===== src/rtl/fthys_pkg.sv =====
// ***************************************************************
// constants shared by the thermal override block
// ***************************************************************
package fthys_pkg;

   // ********
   // register indices; byte address is four times the index
   // ********
   localparam logic [7:0] IDX_MAX_DUTY_1 = 8'h38; // fan 1 loop ceiling
   localparam logic [7:0] IDX_MAX_DUTY_2 = 8'h39; // fan 2 loop ceiling
   localparam logic [7:0] IDX_MAX_DUTY_3 = 8'h3A; // fan 3 loop ceiling
   localparam logic [7:0] IDX_KEEP_CTRL = 8'h62; // keep-spinning bits
   localparam logic [7:0] IDX_CRIT_R1 = 8'h6A; // remote 1 critical limit
   localparam logic [7:0] IDX_CRIT_LOC = 8'h6B; // local critical limit
   localparam logic [7:0] IDX_CRIT_R2 = 8'h6C; // remote 2 critical limit
   localparam logic [7:0] IDX_HYST_A = 8'h6D; // remote1_local_hysteresis
   localparam logic [7:0] IDX_HYST_B = 8'h6E; // remote 2 hyst
   localparam logic [7:0] IDX_SRC_SEL = 8'h7C; // fan source channel
   localparam logic [7:0] IDX_STATUS = 8'h7D; // live state, read only

   // ********
   // byte addresses on the 12-bit bus
   // ********
   localparam logic [11:0] ADDR_MAX_DUTY_1 = {2'b00, IDX_MAX_DUTY_1, 2'b00};
   localparam logic [11:0] ADDR_MAX_DUTY_2 = {2'b00, IDX_MAX_DUTY_2, 2'b00};
   localparam logic [11:0] ADDR_MAX_DUTY_3 = {2'b00, IDX_MAX_DUTY_3, 2'b00};
   localparam logic [11:0] ADDR_KEEP_CTRL = {2'b00, IDX_KEEP_CTRL, 2'b00};
   localparam logic [11:0] ADDR_CRIT_R1 = {2'b00, IDX_CRIT_R1, 2'b00};
   localparam logic [11:0] ADDR_CRIT_LOC = {2'b00, IDX_CRIT_LOC, 2'b00};
   localparam logic [11:0] ADDR_CRIT_R2 = {2'b00, IDX_CRIT_R2, 2'b00};
   localparam logic [11:0] ADDR_HYST_A = {2'b00, IDX_HYST_A, 2'b00};
   localparam logic [11:0] ADDR_HYST_B = {2'b00, IDX_HYST_B, 2'b00};
   localparam logic [11:0] ADDR_SRC_SEL = {2'b00, IDX_SRC_SEL, 2'b00};
   localparam logic [11:0] ADDR_STATUS = {2'b00, IDX_STATUS, 2'b00};

   // ********
   // field positions
   // ********
   localparam int KEEP_FAN1_BIT = 5; // fan 1 keep spinning
   localparam int KEEP_FAN2_BIT = 6; // fan 2 keep spinning
   localparam int KEEP_FAN3_BIT = 7; // fan 3 keep spinning
   localparam int HYST_HI_LSB = 4; // upper nibble field
   localparam int HYST_LO_LSB = 0; // lower nibble field
   localparam int STAT_OVR_LSB = 0; // per-channel override, 3 bits
   localparam int STAT_RUN_LSB = 3; // per-fan running, 3 bits
   localparam int STAT_ANY_BIT = 6; // forced full duty

   // ********
   // reset values
   // ********
   localparam logic [7:0] RST_CRIT = 8'hA4; // 100 degrees
   localparam logic [7:0] RST_HYST_A = 8'h44; // 4 and 4 degrees
   localparam logic [7:0] RST_HYST_B = 8'h40; // 4 degrees, low reserved
   localparam logic [7:0] RST_MAX_DUTY = 8'hFF; // no ceiling
   localparam logic [2:0] RST_KEEP = 3'h0; // fans stop when cold
   localparam logic [5:0] RST_SRC_SEL = 6'h24; // fan n on channel n

   // ********
   // duty codes
   // ********
   localparam logic [7:0] DUTY_FULL = 8'hFF; // 100 percent
   localparam logic [7:0] DUTY_OFF = 8'h00; // 0 percent

   // true when temp is strictly below limit minus hysteresis;
   // widened so a small limit never wraps below zero
   function automatic logic below_hyst(input logic [7:0] temp,
                                       input logic [7:0] limit,
                                       input logic [3:0] hyst);
      logic [8:0] sum;
      sum = {1'b0, temp} + {5'h00, hyst};
      below_hyst = sum < {1'b0, limit};
   endfunction

endpackage


===== src/rtl/fthys_crit_track.sv =====
`timescale 1ns/1ps
`default_nettype none
// ***************************************************************
// one channel's critical override latch
// ***************************************************************
module fthys_crit_track
   import fthys_pkg::*;
(
   input wire logic clk_sys,
   input wire logic reset_n,
   input wire logic [7:0] temp, // measured code
   input wire logic [7:0] limit, // critical limit code
   input wire logic [3:0] hyst, // release hysteresis, degrees
   output logic active // override held for this channel
);

   // entry on strictly above, release on strictly below limit-hyst;
   // entry is tested first so a rising edge is never lost
   always_ff @(posedge clk_sys or negedge reset_n)
   begin
      if (!reset_n)
      begin
         active <= 1'b0;
      end
      else if (temp > limit)
      begin
         active <= 1'b1;
      end
      else if (below_hyst(temp, limit, hyst))
      begin
         active <= 1'b0;
      end
   end

endmodule // fthys_crit_track
`default_nettype wire


===== src/rtl/fthys_top.sv =====
// The implementer's own choice: the APB register port.
`timescale 1ns/1ps
`default_nettype none
module fthys_top
   import fthys_pkg::*;
(
   input wire logic clk_sys,
   input wire logic reset_n,
   // apb slave
   input wire logic psel,
   input wire logic penable,
   input wire logic pwrite,
   input wire logic [11:0] paddr,
   input wire logic [31:0] pwdata,
   output logic [31:0] prdata,
   output logic pready,
   output logic pslverr,
   // temperature channels, same clock as this block
   input wire logic [7:0] tempRemote1,
   input wire logic [7:0] tempLocal,
   input wire logic [7:0] tempRemote2,
   // per-fan automatic loop results
   input wire logic [7:0] loopDuty1,
   input wire logic [7:0] loopDuty2,
   input wire logic [7:0] loopDuty3,
   input wire logic [7:0] floorDuty1,
   input wire logic [7:0] floorDuty2,
   input wire logic [7:0] floorDuty3,
   input wire logic [7:0] startTemp1,
   input wire logic [7:0] startTemp2,
   input wire logic [7:0] startTemp3,
   // fan drive duty and override indication
   output logic [7:0] fanDriveOut1,
   output logic [7:0] fanDriveOut2,
   output logic [7:0] fanDriveOut3,
   output logic overtempPin_n
);

   // ********
   // storage
   // ********
   logic [7:0] critLimit [0:2]; // per-channel critical limits
   logic [7:0] maxDuty [0:2]; // per-fan loop ceilings
   logic [7:0] hystA; // remote 1 high nibble, local low nibble
   logic [3:0] hystB; // remote 2 hysteresis
   logic [2:0] keepSpin; // fan3, fan2, fan1 keep bits
   logic [5:0] srcSel; // two bits per fan, source channel
   logic [2:0] chanOvr; // per-channel override state
   logic anyOvr; // any channel holding override
   logic [2:0] fanOn; // per-fan running state
   logic [7:0] fanDuty [0:2]; // registered fan drive values
   logic [7:0] next_fanDuty [0:2]; // duty to load next edge

   // ********
   // per-channel views
   // ********
   logic [7:0] chanTemp [0:2]; // channel temperature codes
   logic [3:0] chanHyst [0:2]; // channel hysteresis values
   logic [7:0] loopDuty [0:2]; // fan loop results
   logic [7:0] floorDuty [0:2]; // fan floor duties
   logic [7:0] startTemp [0:2]; // fan start temperatures
   logic [7:0] fanTemp [0:2]; // temperature steering each fan
   logic [3:0] fanHyst [0:2]; // hysteresis steering each fan

   // ********
   // bus decode
   // ********
   logic setupPhase; // first cycle of a transfer
   logic wrStrobe; // completing write
   logic addrHit; // address lands on a register
   logic [7:0] rdValue; // read value for current address
   logic [31:0] next_prdata; // word captured in setup

   // gather the separate ports into arrays for indexing
   always_comb
   begin
      chanTemp[0] = tempRemote1;
      chanTemp[1] = tempLocal;
      chanTemp[2] = tempRemote2;
      // one nibble per channel, shared by both thresholds
      chanHyst[0] = hystA[HYST_HI_LSB +: 4];
      chanHyst[1] = hystA[HYST_LO_LSB +: 4];
      chanHyst[2] = hystB;
      loopDuty[0] = loopDuty1;
      loopDuty[1] = loopDuty2;
      loopDuty[2] = loopDuty3;
      floorDuty[0] = floorDuty1;
      floorDuty[1] = floorDuty2;
      floorDuty[2] = floorDuty3;
      startTemp[0] = startTemp1;
      startTemp[1] = startTemp2;
      startTemp[2] = startTemp3;
   end

   // steer each fan from its selected channel; code 3 maps to
   // remote 2 so that no selection leaves a fan unsteered
   always_comb
   begin
      for (int i = 0; i < 3; i++)
      begin
         case (srcSel[2*i +: 2])
            2'd0:
            begin
               fanTemp[i] = chanTemp[0];
               fanHyst[i] = chanHyst[0];
            end
            2'd1:
            begin
               fanTemp[i] = chanTemp[1];
               fanHyst[i] = chanHyst[1];
            end
            default:
            begin
               fanTemp[i] = chanTemp[2];
               fanHyst[i] = chanHyst[2];
            end
         endcase
      end
   end

   // ********
   // apb slave
   // ********

   // zero wait states: every access completes in one access cycle
   assign pready = 1'b1;
   assign setupPhase = psel && !penable;
   assign wrStrobe = psel && penable && pwrite && addrHit;

   // address match and read mux, held stable by the master
   always_comb
   begin
      addrHit = 1'b1;
      rdValue = 8'h00;
      if (paddr == ADDR_MAX_DUTY_1)
      begin
         rdValue = maxDuty[0];
      end
      else if (paddr == ADDR_MAX_DUTY_2)
      begin
         rdValue = maxDuty[1];
      end
      else if (paddr == ADDR_MAX_DUTY_3)
      begin
         rdValue = maxDuty[2];
      end
      else if (paddr == ADDR_KEEP_CTRL)
      begin
         // other bits belong to logic outside this block
         rdValue = {keepSpin, 5'h00};
      end
      else if (paddr == ADDR_CRIT_R1)
      begin
         rdValue = critLimit[0];
      end
      else if (paddr == ADDR_CRIT_LOC)
      begin
         rdValue = critLimit[1];
      end
      else if (paddr == ADDR_CRIT_R2)
      begin
         rdValue = critLimit[2];
      end
      else if (paddr == ADDR_HYST_A)
      begin
         rdValue = hystA;
      end
      else if (paddr == ADDR_HYST_B)
      begin
         // low nibble reserved, reads zero
         rdValue = {hystB, 4'h0};
      end
      else if (paddr == ADDR_SRC_SEL)
      begin
         rdValue = {2'b00, srcSel};
      end
      else if (paddr == ADDR_STATUS)
      begin
         rdValue = {1'b0, anyOvr, fanOn, chanOvr};
      end
      else
      begin
         // unmapped: flagged as error, reads zero
         addrHit = 1'b0;
      end
   end

   // unmapped access answered with an error in the access cycle
   assign pslverr = psel && penable && !addrHit;
   assign next_prdata = {24'h000000, rdValue};

   // read data loaded in setup so it comes from a flop at access
   always_ff @(posedge clk_sys or negedge reset_n)
   begin
      if (!reset_n)
      begin
         prdata <= 32'h00000000;
      end
      else if (setupPhase && !pwrite)
      begin
         prdata <= next_prdata;
      end
   end

   // critical limits, consecutive indices, 100 degree reset
   always_ff @(posedge clk_sys or negedge reset_n)
   begin
      if (!reset_n)
      begin
         critLimit[0] <= RST_CRIT;
         critLimit[1] <= RST_CRIT;
         critLimit[2] <= RST_CRIT;
      end
      else if (wrStrobe)
      begin
         if (paddr == ADDR_CRIT_R1)
         begin
            critLimit[0] <= pwdata[7:0];
         end
         else if (paddr == ADDR_CRIT_LOC)
         begin
            critLimit[1] <= pwdata[7:0];
         end
         else if (paddr == ADDR_CRIT_R2)
         begin
            critLimit[2] <= pwdata[7:0];
         end
      end
   end

   // hysteresis registers; a zero is stored as written, which
   // simply removes the dead band, so software must avoid it
   always_ff @(posedge clk_sys or negedge reset_n)
   begin
      if (!reset_n)
      begin
         hystA <= RST_HYST_A;
         hystB <= RST_HYST_B[HYST_HI_LSB +: 4];
      end
      else if (wrStrobe)
      begin
         if (paddr == ADDR_HYST_A)
         begin
            hystA <= pwdata[7:0];
         end
         else if (paddr == ADDR_HYST_B)
         begin
            hystB <= pwdata[HYST_HI_LSB +: 4];
         end
      end
   end

   // loop ceilings, one byte per output
   always_ff @(posedge clk_sys or negedge reset_n)
   begin
      if (!reset_n)
      begin
         maxDuty[0] <= RST_MAX_DUTY;
         maxDuty[1] <= RST_MAX_DUTY;
         maxDuty[2] <= RST_MAX_DUTY;
      end
      else if (wrStrobe)
      begin
         if (paddr == ADDR_MAX_DUTY_1)
         begin
            maxDuty[0] <= pwdata[7:0];
         end
         else if (paddr == ADDR_MAX_DUTY_2)
         begin
            maxDuty[1] <= pwdata[7:0];
         end
         else if (paddr == ADDR_MAX_DUTY_3)
         begin
            maxDuty[2] <= pwdata[7:0];
         end
      end
   end

   // keep-spinning bits and fan source selection
   always_ff @(posedge clk_sys or negedge reset_n)
   begin
      if (!reset_n)
      begin
         keepSpin <= RST_KEEP;
         srcSel <= RST_SRC_SEL;
      end
      else if (wrStrobe)
      begin
         if (paddr == ADDR_KEEP_CTRL)
         begin
            keepSpin <= pwdata[KEEP_FAN3_BIT:KEEP_FAN1_BIT];
         end
         else if (paddr == ADDR_SRC_SEL)
         begin
            srcSel <= pwdata[5:0];
         end
      end
   end

   // ********
   // critical override, one latch per channel
   // ********
   for (genvar c = 0; c < 3; c++)
   begin : g_chan
      fthys_crit_track u_track (
         .clk_sys(clk_sys),
         .reset_n(reset_n),
         .temp(chanTemp[c]),
         .limit(critLimit[c]),
         .hyst(chanHyst[c]),
         .active(chanOvr[c])
      );
   end

   // any held channel forces every fan; no enable gates it
   assign anyOvr = |chanOvr;

   // ********
   // fan on/off hysteresis
   // ********

   // on when strictly above start, off only once strictly below
   // start minus the same channel hysteresis used for override
   always_ff @(posedge clk_sys or negedge reset_n)
   begin
      if (!reset_n)
      begin
         fanOn <= 3'b000;
      end
      else
      begin
         for (int i = 0; i < 3; i++)
         begin
            if (fanTemp[i] > startTemp[i])
            begin
               fanOn[i] <= 1'b1;
            end
            else if (below_hyst(fanTemp[i], startTemp[i], fanHyst[i]))
            begin
               fanOn[i] <= 1'b0;
            end
         end
      end
   end

   // ********
   // duty selection
   // ********

   // priority: override, then loop under its ceiling, then cold
   // behaviour; a kept fan tracks the start point directly, so
   // hysteresis cannot hold it on the loop path
   always_comb
   begin
      for (int i = 0; i < 3; i++)
      begin
         if (anyOvr)
         begin
            // bypasses the ceiling on purpose
            next_fanDuty[i] = DUTY_FULL;
         end
         else if (keepSpin[i] ? (fanTemp[i] > startTemp[i]) : fanOn[i])
         begin
            if (loopDuty[i] > maxDuty[i])
            begin
               next_fanDuty[i] = maxDuty[i];
            end
            else
            begin
               next_fanDuty[i] = loopDuty[i];
            end
         end
         else if (keepSpin[i])
         begin
            next_fanDuty[i] = floorDuty[i];
         end
         else
         begin
            next_fanDuty[i] = DUTY_OFF;
         end
      end
   end

   // registered drive values, stopped fans at reset
   always_ff @(posedge clk_sys or negedge reset_n)
   begin
      if (!reset_n)
      begin
         fanDuty[0] <= DUTY_OFF;
         fanDuty[1] <= DUTY_OFF;
         fanDuty[2] <= DUTY_OFF;
      end
      else
      begin
         fanDuty[0] <= next_fanDuty[0];
         fanDuty[1] <= next_fanDuty[1];
         fanDuty[2] <= next_fanDuty[2];
      end
   end

   // override indication, low while full duty is forced
   always_ff @(posedge clk_sys or negedge reset_n)
   begin
      if (!reset_n)
      begin
         overtempPin_n <= 1'b1;
      end
      else
      begin
         overtempPin_n <= !anyOvr;
      end
   end

   assign fanDriveOut1 = fanDuty[0];
   assign fanDriveOut2 = fanDuty[1];
   assign fanDriveOut3 = fanDuty[2];

endmodule // fthys_top
`default_nettype wire


===== config.mk =====
export PLATFORM = sky130hd
export DESIGN_NAME = fthys_top
export DESIGN_NICKNAME = d
export VERILOG_FILES = /design/src/rtl/fthys_pkg.sv /design/src/rtl/fthys_crit_track.sv /design/src/rtl/fthys_top.sv
export SDC_FILE = /design/constraint.sdc
export NUM_CORES = 1
export LEC_CHECK = 0
export BUFFER_PORTS_ARGS = -buffer_cell sky130_fd_sc_hd__buf_2
export CORE_AREA = 2 2 144 146
export CTS_CLUSTER_DIAMETER = 50
export DETAILED_ROUTE_END_ITERATION = 8
export DIE_AREA = 0 0 146 148
export MAX_ROUTING_LAYER = met4
export PLACE_DENSITY_LB_ADDON = 0.15
export SLEW_MARGIN = 0
export SYNTH_ARGS = -nofsm -noshare
export SYNTH_HDL_FRONTEND = slang
export SYNTH_HIERARCHICAL = 1
export SYNTH_SLANG_ARGS = --single-unit

===== constraint.sdc =====
create_clock -name clk_sys -period 3.6 [get_ports clk_sys]
set_input_delay 0.18 -clock clk_sys [delete_from_list [all_inputs] [get_ports clk_sys]]
set_output_delay 0.18 -clock clk_sys [all_outputs]
set_load 0.1 [all_outputs]

# Word-level counts from Yosys, hierarchy flattened
# Index checks and enable logic that the tools add are counted.
# op_classes
n_addsub	6
magnitude_cmp	15
eq_ne	14
muxes	55
n_bitwise	6
reduce_logical	30
# ops
operator	n
$mux W8	21
$eq A12 B9 Y1 const B	8
$gt A8 B8 Y1	9
$add A8 B4 Y9	6
$lt A9 B8 Y1	6
$pmux W8 S2	3
$eq A12 B8 Y1 const B	3
$mux W1	26
$pmux W4 S2	3
$mux W7	2
$reduce_and A3 Y1	4
$reduce_bool A2 Y1	6
$reduce_and A2 Y1	4
$reduce_and A4 Y1	2
$eq A2 B1 Y1 const B	3
$logic_and A1 B1 Y1	6
$logic_not A2 Y1	3
$not A1 Y1	6
$logic_not A1 Y1	4
$reduce_or A3 Y1	1
# totals
regBits	108
elab_cells	147

# Depth between registers and ports, before layout
# Gate-level depths: netlist (run 1).
# depth
word_depth	14
mapped_depth	18
depth_no_buf	16

# Modules after synthesis
# The synthesis (run 1) kept the hierarchy.
# by_module_without_submodules
mod	instances	cells_each	area_per_inst_um2	seq_area_each_um2
fthys_top	1	913	8454.4	2676.3
fthys_crit_track	3	75	591.8	25.0

# Least setup slack after synthesis (run 1)
# OpenSTA, ideal clock, no wires.
# synth_path
path_kind	flip-flop to flip-flop
startpoint	register srcSel[5]
endpoint	register fanOn[2]
setup_ps	161
arrival_time_ps	3246
required_time_ps	3439
setup_slack_ps	193
stages_incl_launch_ff	19
path_buffers	3
period_less_slack_ps	3407
cell_sequence	dfstp_2 clkbuf_1 clkbuf_1 clkbuf_1 nand2_1 o21ai_0 ha_1 inv_1 fa_1 nor2b_1 o21ai_0 nand2b_1 xnor2_1 ha_1 a21o_1 a211oi_1 o21ai_0 o2111ai_1 nand4_1
# synth_via
elab_chain_len	5
word_cells_on_any_way	9
classes_between	add/sub: 1; order compare: 2; eq/ne: 1; mux: 3; reduce/logical: 2
# synth_lines
element	line	rtl
start: declaration	fthys_top.sv:47	logic [5:0] srcSel;
start signal: assignment	fthys_top.sv:295	srcSel <= pwdata[5:0];
$eq A2 B1 Y1 / $logic_not A2 Y1 (equally long branches)	fthys_top.sv:101	case (srcSel[2*i +: 2])
$pmux W8 S2 / $pmux W4 S2 (equally long branches)	fthys_top.sv:101	
$add A8 B4 Y9	fthys_pkg.sv:70	sum = {1'b0, temp} + {5'h00, hyst};
$lt A9 B8 Y1	fthys_pkg.sv:71	below_hyst = sum < {1'b0, limit};
$reduce_bool A2 Y1 (no line)	--	
end signal: assignment	fthys_top.sv:328	fanOn <= 3'b000;
end signal: indexed assignment	fthys_top.sv:336	fanOn[i] <= 1'b1;
end signal: indexed assignment	fthys_top.sv:340	fanOn[i] <= 1'b0;
end: declaration	fthys_top.sv:50	logic [2:0] fanOn;
# Several ways; a longest one is shown, not always the timed one.
# A chain may end at the register's enable or synchronous reset.

# Worst setup path after layout (run 1)
# layout_path
startpoint	register srcSel[2]
endpoint	register fanOn[1]
# Same word-level chain as after synthesis.

==> reports/results.tsv, run 1 <==
metric	value	unit
CP max stage cell	dfstp_2	
Synth Cell Area	0.01023	mm^2
Antenna Cells	0	
DR WL/cell	19.12	um
Placer Congestion	0.9860	
setup slack after layout	0.3272	ns
crit path cell chain	mux2i_1, o21ai_0, inv_1, fa_1, nor2b_1, o21ai_0, nand2b_1, nand2_1, xnor2_1, ha_1, a21o_1, a21oi_1, o2111ai_1	
asr flop ratio synth	100.0	%
setup violators final	0	
switching pwr	1.075	mW
die height	148	um
GRT Total Usage	28.60	%
Area contributors post-synth	dfrtp_1 17%, ha_1 17%, dfstp_2 10%	
DRC	0	
dpl ws	0.2837	ns
internal power	1.953	mW
first drt pass iteration count	5	
share of cells above drive strength 1	24.67	%
type of destination of the critical path	flip-flop	
Die Wd	146	um
CP peak stage delay	0.78	ns
worst hold margin	0.04241	ns
I/O Buffers	154	
Tcrit/Tclk final	90.91	%
top-area cell type share of the netlist area	16.88	%
peak supply drop	221.1	uV
top sig layer	met4	
nets	1557	
grt ovf	0	
setup_tns	0	ns
RSZ-0062 raised after global routing	false	
Hold Crit Class	input port to flip-flop	
TritonCTS Buffers	9	
# Max-Cap Violations	0	
share of power burned in registers	41.5	%
switching share of power	35.50	%
Die ar.	0.02161	mm^2
Initial Utilization	51.05	%
met3 wire len	2182	um
Least-Margin Pin Slew	0.9982	ns
Synth area leader	dfrtp_1	
maximum net fanout on the critical path	14	
most frequent CP cell	o21ai_0	
antenna violations before repair	0	
Detail Placement HPWL	23220	um
# IOs	204	
antenna-violating nets left	0	
routed vias	8862	
Critical Path RT	3.81	ns
Post-Syn Area per Cell	8.989	um^2
CTS Buffer Depth	2	
P per Cell Area	264.8	mW/mm^2
area grow syn2layout	11.77	%
Clock transition at path regs	0.08	ns
commonest cells in the netlist	138 x ha_1, 114 x inv_1, 84 x o21ai_0	
Startpoint Class	flip-flop	
number of global-route vias before repair	8746	
first-pass GRT wire length	47060	um
number of synthesized flops with an enable pin	0	
initial DRC count	678	
Worst-Skew Late Latency	0.36	ns
TritonCTS clock tree	built	
Slew Viols, Final	0	
CTS root buf	clkbuf_16	
Worst R2R Path Depth	13	
outcome	complete, no violations	
final core utilization	57.06	%
most common cell in the netlist	ha_1	
CTS hold repair buffers	1	
H-tree depth	3	
row count	52	
Mapped Cells	1138	
Routed WL	29500	um
Post-synth top flop	dfrtp_1	
Lkg Pwr	5.407	nW
largest net degree at the start of global routing	59	
Final Hold Fails	0	
crit path DAT	3.49	ns
Yosys cell types	68	
Met2 Wirelength	13460	um
clk_skew	0.01175	ns
combinational share of power	25.7	%
vias per cell	5.743	
Fmax achieved	0.3055	GHz
relative slew slack	33.45	%
clock power share	32.8	%
Final min period	3.273	ns
post-synthesis sequential area ratio	26.90	%
kind of critical path	flip-flop to flip-flop	
postcts setup bufs	0	
Post-CTS Resized	0	
worst hold stages	2	
register bit total from synthesis	108	
clk sink count	108	
Core Area	0.02004	mm^2
metal1 wirelength	13500	um
Ys Warns	6	
## path summary, 6_finish.rpt
kind	startpoint	end	slack (ns)
worst max-delay path	srcSel[2]	fanOn[1]	0.33
worst min-delay path	floorDuty2[6]	fanDriveOut2[6]	0.04
worst max register to register	srcSel[2]	fanOn[1]	0.33
worst min register to register	maxDuty[6]	maxDuty[6]	0.54
max in group asynchronous	reset_n	srcSel[5]	2.35
min in group asynchronous	reset_n	fanDriveOut1[0]	0.43
## per-layer routing
| metal | vias to the layer above | global-route usage [%] |
|---|---|---|
| li1 | 4299 | - |
| met1 | 4217 | 37.98 |
| met2 | 315 | 45.45 |
| met3 | 31 | 6.543 |
| met4 | 0 | 5.243 |
| met5 | - | - |
## stage by stage
stage | instance area, um^2 | cells | total power, mW
5_1_grt | 11430 | 1543 | 3.181
6_report | 11430 | 1543 | 3.027
2_1_floorplan | 10320 | 1161 | 1.799
4_1_cts | 11430 | 1543 | 3.049
3_3_place_gp | 11130 | 1526 | 2.038
3_5_place_dp | 11130 | 1526 | 2.051
## cell type report
type | count | area, um^2
fill | 1907 | 8606
multi-input combinational | 870 | 6759
sequential | 108 | 2751
timing repair buffer | 164 | 863.3
inverter | 115 | 431.7
tap | 270 | 337.8
clock buffer | 9 | 225.2
clock inverter | 7 | 65.06
## kinds of logic after synthesis
group | after synthesis | synth area share (%)
other | 2 | 0.07341
DFF | 108 | 26.90
muxes | 131 | 13.88
and+or+nand+nor | 242 | 12.22
adders and majority gates | 144 | 18.05
buffers and inverters | 183 | 7.877
xor gates and xnor gates | 36 | 3.082
AOI/OAI and AO/OA | 292 | 17.92
## registers in the layout (all words and copies together) (netlist names), 4 cells and up
name and flops:
hystB 4, fanDriveOut3 8, srcSel 6, fanDriveOut1 8, critLimit 24, hystA 8
prdata 8, fanDriveOut2 8, maxDuty 24
## layout by cell type (no fill, tap or decap), types with 10 or more instances in the layout
master / instances
a21o_1: 24
a21oi_1: 79
a31oi_1: 24
and3_1: 15
buf_2: 153
conb_1: 25
dfrtp_1: 69
dfstp_2: 39
ha_1: 138
inv_1: 114
mux2_2: 63
mux2i_1: 62
nand2_1: 78
nand2b_1: 15
nand3_1: 30
nand4_1: 17
nor2_1: 31
nor2b_1: 20
o211ai_1: 10
o21ai_0: 84
o22ai_1: 12
xnor2_1: 28
## power groups by stage
| stage | logic (mW) | clock network [mW] | registers (mW) |
|---|---|---|---|
| 2_1_floorplan | 0.449 | 0 | 1.35 |
| 3_3_place_gp | 0.759 | 0 | 1.28 |
| 3_5_place_dp | 0.772 | 0 | 1.28 |
| 4_1_cts | 0.775 | 1.02 | 1.26 |
| 5_1_grt | 0.852 | 1.07 | 1.26 |
| 6_report | 0.778 | 0.992 | 1.26 |
## worst max-delay path: cells and delay by family, from the launching register on
family                   cells  cell delay (ns)
flip-flops                   1             0.78
buffers and inverters        1             0.12
adder cells (fa/ha/maj)      2             0.79
multiplexers                 1             0.13
AND/OR/NAND/NOR              3             0.34
XOR/XNOR                     1             0.13
AO/OA/AOI/OAI                5             0.85
Note: power is estimated with default switching activity, not from simulation.
==> inputs of run 2 (changes only) <==
CELL_PAD_IN_SITES_DETAIL_PLACEMENT = 1   (was not set)
CELL_PAD_IN_SITES_GLOBAL_PLACEMENT = 1   (was not set)
CORE_AREA = 2 2 165 167   (was 2 2 144 146)
DIE_AREA = 0 0 167 169   (was 0 0 146 148)
clock period = 2.9 ns   (was 3.6 ns; I/O delays follow)
==> reports/results.tsv, run 2 (synthesis results as in run 1) <==
metric	value	unit	change
Routed WL	34470	um	+17%
I/O Buffers	154		unchanged
commonest cells after routing, fill and taps aside	153 x buf_2, 133 x ha_1, 109 x inv_1		
Initial Utilization	38.60	%	-12 points
Least-Margin Pin Slew	0.7561	ns	-0.2421 ns
Detail Placement HPWL	27760	um	+20%
clk_skew	0.008694	ns	-0.003060 ns
Hold Crit Class	input port to flip-flop		
GRT Total Usage	25.19	%	-3.4 points
Tcrit/Tclk final	103.2	%	+12 points
kind of critical path	flip-flop to flip-flop		
most common cell after layout, fill and taps aside	buf_2		
register area	0.002754	mm^2	about the same
first-pass GRT wire length	53850	um	+14%
Antenna Cells	0		unchanged
Final Hold Fails	0		unchanged
largest registers	critLimit (24), maxDuty (24)		
area of the multi-input gates	0.006940	mm^2	+2.7%
Core Area	0.02650	mm^2	+32%
RSZ-0062 raised after global routing	true		
Slew Viols, Final	0		unchanged
grt peak-use layer	met2		
largest net degree at the start of global routing	56		-5.1%
failing checks	setup timing		
CTS root buf	clkbuf_16		
initial DRC count	366		-46%
Die Wd	167	um	+14%
Fmax achieved	0.3343	GHz	+9.4%
total power	3.854	mW	+27%
final std cells w/o fill	1685		+9.2%
# Max-Cap Violations	0		unchanged
met3 usage	2.595	%	-3.9 points
Worst-Skew Late Latency	0.37	ns	about the same
clk sink count	108		unchanged
type of destination of the critical path	flip-flop		
Startpoint Class	flip-flop		
met1 Usage GRT	33.71	%	-4.3 points
die height	169	um	+14%
Clock transition at path regs	0.08	ns	about the same
GR Util met2	41.98	%	-3.5 points
final core utilization	46.36	%	-11 points
TritonCTS Buffers	9		unchanged
H-tree depth	3		unchanged
outcome	finished, violations left		
relative slew slack	49.59	%	+16 points
antenna violations before repair	0		unchanged
Lkg Pwr	5.805	nW	+7.4%
P per Cell Area	313.7	mW/mm^2	+18%
Die ar.	0.02822	mm^2	+31%
number of global-route vias before repair	9422		+7.7%
area grow syn2layout	20.10	%	
peak supply drop	288.4	uV	+30%
row count	60		+15%
routed vias	9136		+3.1%
# IOs	204		unchanged
Inst Count DP	1658		+8.7%
Placer Congestion	0.9381		-4.9%
Final min period	2.991	ns	-0.2814 ns
vias per cell	5.422		-5.6%
antenna-violating nets left	0		unchanged
Critical Path RT	3.14	ns	-0.67 ns
first drt pass iteration count	4		-1
crit path DAT	3.23	ns	-0.26 ns
setup slack after layout	-0.09139	ns	-0.4186 ns
DRC	0		unchanged
fillers	3164		+66%
CTS Buffer Depth	2		unchanged
maximum net fanout on the critical path	6		-8
setup violators final	2		+2
grt ovf	0		unchanged
DR WL/cell	20.46	um	+7.0%
share of cells above drive strength 1	31.92	%	+7.3 points
nets	1628		+4.6%
TritonCTS clock tree	built		
## run 2: area by class of cell
type / count / share of cell area (%)
clock buffers: 9 / 1.833
repair buffers: 235 / 11.79
well taps: 341 / 3.473
multi-input cells: 870 / 56.49
flip-flops and latches: 108 / 22.42
inverters: 115 / 3.514
clock inverters: 7 / 0.4787
## run 2: path summary, 6_finish.rpt
kind / from / end / slack, ns / cells past startpoint
worst max-delay path: srcSel[2] / fanOn[1] / -0.09 / 16
worst min-delay path: floorDuty2[1] / fanDriveOut2[1] / 0.02 / 2
worst max register to register: srcSel[2] / fanOn[1] / -0.09 / 16
worst min register to register: maxDuty[2] / maxDuty[2] / 0.54 / 2
max in group asynchronous: reset_n / critLimit[15] / 1.74 / 3
min in group asynchronous: reset_n / fanDriveOut1[7] / 0.37 / 2
## run 2: power by group
part,leakage (nW),total (mW),switching (mW),internal [mW]
registers,1.21,1.56,0.0301,1.53
logic,4.46,1.05,0.716,0.332
clock network,0.132,1.24,0.644,0.598
total,5.80,3.85,1.39,2.46
## run 2: what timing repair did
| action | in CTS | in global routing |
|---|---|---|
| pin swaps | 2 | 22 |
| setup endpoints to repair | 9 | 23 |
| hold buffers | 1 | 0 |
| hold endpoints to repair | 30 | 0 |
| buffers inserted | 4 | 6 |
| gates resized for setup | 13 | 53 |
## run 2: critical path: stages (launching register included)
cell and delay [ns]:
dfstp_2 0.57, buf_12 0.13, mux2i_1 0.07, o21a_1 0.21
inv_1 0.06, ha_2 0.18, inv_2 0.04, fa_2 0.36
nor2b_1 0.12, o21ai_1 0.08, nand2b_1 0.10, nand2_2 0.08
xnor2_2 0.13, ha_1 0.32, a21o_1 0.16, a21oi_1 0.11
o2111ai_1 0.13
## run 2: stage by stage
stage / setup slack, ns / cell area (um^2) / TNS (ns) / hold WS [ns]
2_1_floorplan: -0.07172 / 10420 / -0.07221 / -0.1506
3_3_place_gp: -0.02063 / 11720 / -0.03097 / 0.2579
3_5_place_dp: -0.1114 / 11720 / -0.2772 / 0.2640
4_1_cts: -0.08072 / 12070 / -0.08072 / 0.01263
5_1_grt: -0.2624 / 12290 / -0.6188 / 0.009868
6_report: -0.09139 / 12290 / -0.09352 / 0.01704
## run 2: layer usage
layer / up-vias / wire [um]
met4: 0 / 393
met3: 35 / 1212
met1: 4505 / 16240
met2: 168 / 16630
met5: - / 0
li1: 4428 / -
==> inputs of run 3 (changes only) <==
CORE_AREA = 2 2 153 155   (was 2 2 165 167)
DIE_AREA = 0 0 155 157   (was 0 0 167 169)
GPL_ROUTABILITY_DRIVEN = 0   (was not set)
SETUP_SLACK_MARGIN = 0.2   (was not set)
clock period = 3.75 ns   (was 2.9 ns; I/O delays follow)
==> reports/results.tsv, run 3 (synthesis results as in run 1) <==
metric	value	unit	change
outcome	complete, no violations		
Final Cell Area	0.01147	mm^2	-6.6%
CTS root buf	clkbuf_16		
area grow syn2layout	12.15	%	
I/O Buffers	154		unchanged
nets	1558		-4.3%
grt ovf	0		unchanged
Critical Path RT	3.97	ns	+0.83 ns
most common cell after layout, fill and taps aside	buf_2		
first drt pass iteration count	5		+1
Die ar.	0.02434	mm^2	-14%
Least-Margin Pin Slew	1.140	ns	+0.3835 ns
commonest cells after routing, fill and taps aside	153 x buf_2, 138 x ha_1, 114 x inv_1		
row count	55		-8.3%
Slew Viols, Final	0		unchanged
Initial Utilization	45.46	%	+6.9 points
relative slew slack	23.86	%	-26 points
final core utilization	50.98	%	+4.6 points
maximum net fanout on the critical path	7		+1
final std cells w/o fill	1559		-7.5%
kind of critical path	flip-flop to flip-flop		
crit path DAT	3.60	ns	+0.37 ns
peak supply drop	214.4	uV	-26%
Antenna Cells	0		unchanged
# Max-Cap Violations	0		unchanged
largest registers	critLimit (24), maxDuty (24)		
type of destination of the critical path	flip-flop		
vias per cell	5.782		+6.6%
setup_tns	0	ns	+0.09352 ns
Clock transition at path regs	0.08	ns	about the same
Die Wd	155	um	-7.2%
register area	0.002758	mm^2	+0.14%
die height	157	um	-7.1%
P per Cell Area	255.8	mW/mm^2	-18%
number of global-route vias before repair	9347		-0.80%
TritonCTS Buffers	9		unchanged
r2r setup slk	0.37	ns	+0.46 ns
largest net degree at the start of global routing	65		+16%
DRC	0		unchanged
area of the multi-input gates	0.006759	mm^2	-2.6%
Routed WL	32520	um	-5.7%
first-pass GRT wire length	51130	um	-5.1%
routed vias	9014		-1.3%
clk_skew	0.01045	ns	+0.001752 ns
Worst-Skew Late Latency	0.36	ns	about the same
TritonCTS clock tree	built		
dpl ws	0.3420	ns	+0.4533 ns
Inst Count DP	1542		-7.0%
antenna violations before repair	0		unchanged
antenna-violating nets left	0		unchanged
worst hold margin	0.05495	ns	+0.03791 ns
setup violators final	0		-2
Detail Placement HPWL	26010	um	-6.3%
H-tree depth	3		unchanged
GRT Total Usage	27.95	%	+2.8 points
Startpoint Class	flip-flop		
Tcrit/Tclk final	90.21	%	-13 points
total power	2.935	mW	-24%
postcts setup bufs	0		-4
placed cell areas	0.01116	mm^2	-4.8%
DR WL/cell	20.86	um	+2.0%
clk sink count	108		unchanged
Final Hold Fails	0		unchanged
Core Area	0.02250	mm^2	-15%
RSZ-0062 raised after global routing	true		
# IOs	204		unchanged
CTS Buffer Depth	2		unchanged
Hold Crit Class	input port to flip-flop		
share of cells above drive strength 1	24.88	%	-7.0 points
fillers	2678		-15%
initial DRC count	495		+35%
Final min period	3.383	ns	+0.3913 ns
setup slack after layout	0.3673	ns	+0.4587 ns
Lkg Pwr	5.410	nW	-6.8%
Fmax achieved	0.2956	GHz	-12%
run 3: cell types whose count changed in the layout (fill, tap and decap cells not counted), moves of 4 or more:
cell / previous run / this run
o21ai_2: 4 / 0
ha_1: 133 / 138
mux2i_2: 4 / 0
inv_1: 109 / 114
mux2i_1: 58 / 62
a21oi_1: 71 / 79
o21ai_0: 61 / 81
buf_4: 74 / 10
o21ai_1: 22 / 6
a21oi_2: 13 / 6
inv_2: 5 / 0
run 3: per-layer routing:
| metal | routed length (um) | global-route usage, % |
|---|---|---|
| met5 | 0 | - |
| met4 | 716 | 7.187 |
| met3 | 1727 | 4.460 |
| met2 | 15160 | 45.12 |
| met1 | 14920 | 36.77 |
run 3: where the power goes:
group / switching, mW / internal (mW) / total (mW) / leakage, nW
logic: 0.535 / 0.222 / 0.757 / 4.06
registers: 0.0223 / 1.19 / 1.21 / 1.21
clock network: 0.475 / 0.495 / 0.970 / 0.140
total: 1.03 / 1.90 / 2.94 / 5.41
run 3: cell type report:
cell class,count,area share (%)
Multi-Input combinational cell,870,58.92
Sequential cell,108,24.04
Timing Repair Buffer,165,7.591
Inverter,115,3.763
Tap cell,285,3.108
Clock buffer,11,2.203
Clock inverter,5,0.3817
run 3: what timing repair did:
action                                  4_1_cts  5_1_grt
hold buffers                                  1        0
gates resized for setup                       0        6
hold endpoints to repair                     38        0
endpoints found under the setup margin        0        3
run 3: path summary, 6_finish.rpt:
check / startpoint / end / cells after the start
max: hystA[1] / fanOn[0] / 13
min: floorDuty2[4] / fanDriveOut2[4] / 2
max reg2reg: hystA[1] / fanOn[0] / 13
min reg2reg: prdata[2] / prdata[2] / 1
max in group asynchronous: reset_n / hystA[6] / 3
min in group asynchronous: reset_n / fanDriveOut1[0] / 2
run 3: critical path: stages, from the launching register on:
cell and delay (ns):
dfrtp_1 0.52, mux2i_1 0.15, o21ai_0 0.38, ha_1 0.32, a21o_1 0.18, a21oi_1 0.23
nor2b_1 0.07, o21ai_0 0.30, nor3_1 0.11, xnor2_1 0.18, ha_1 0.27, nor2b_1 0.13
a311oi_1 0.28, o211ai_1 0.12
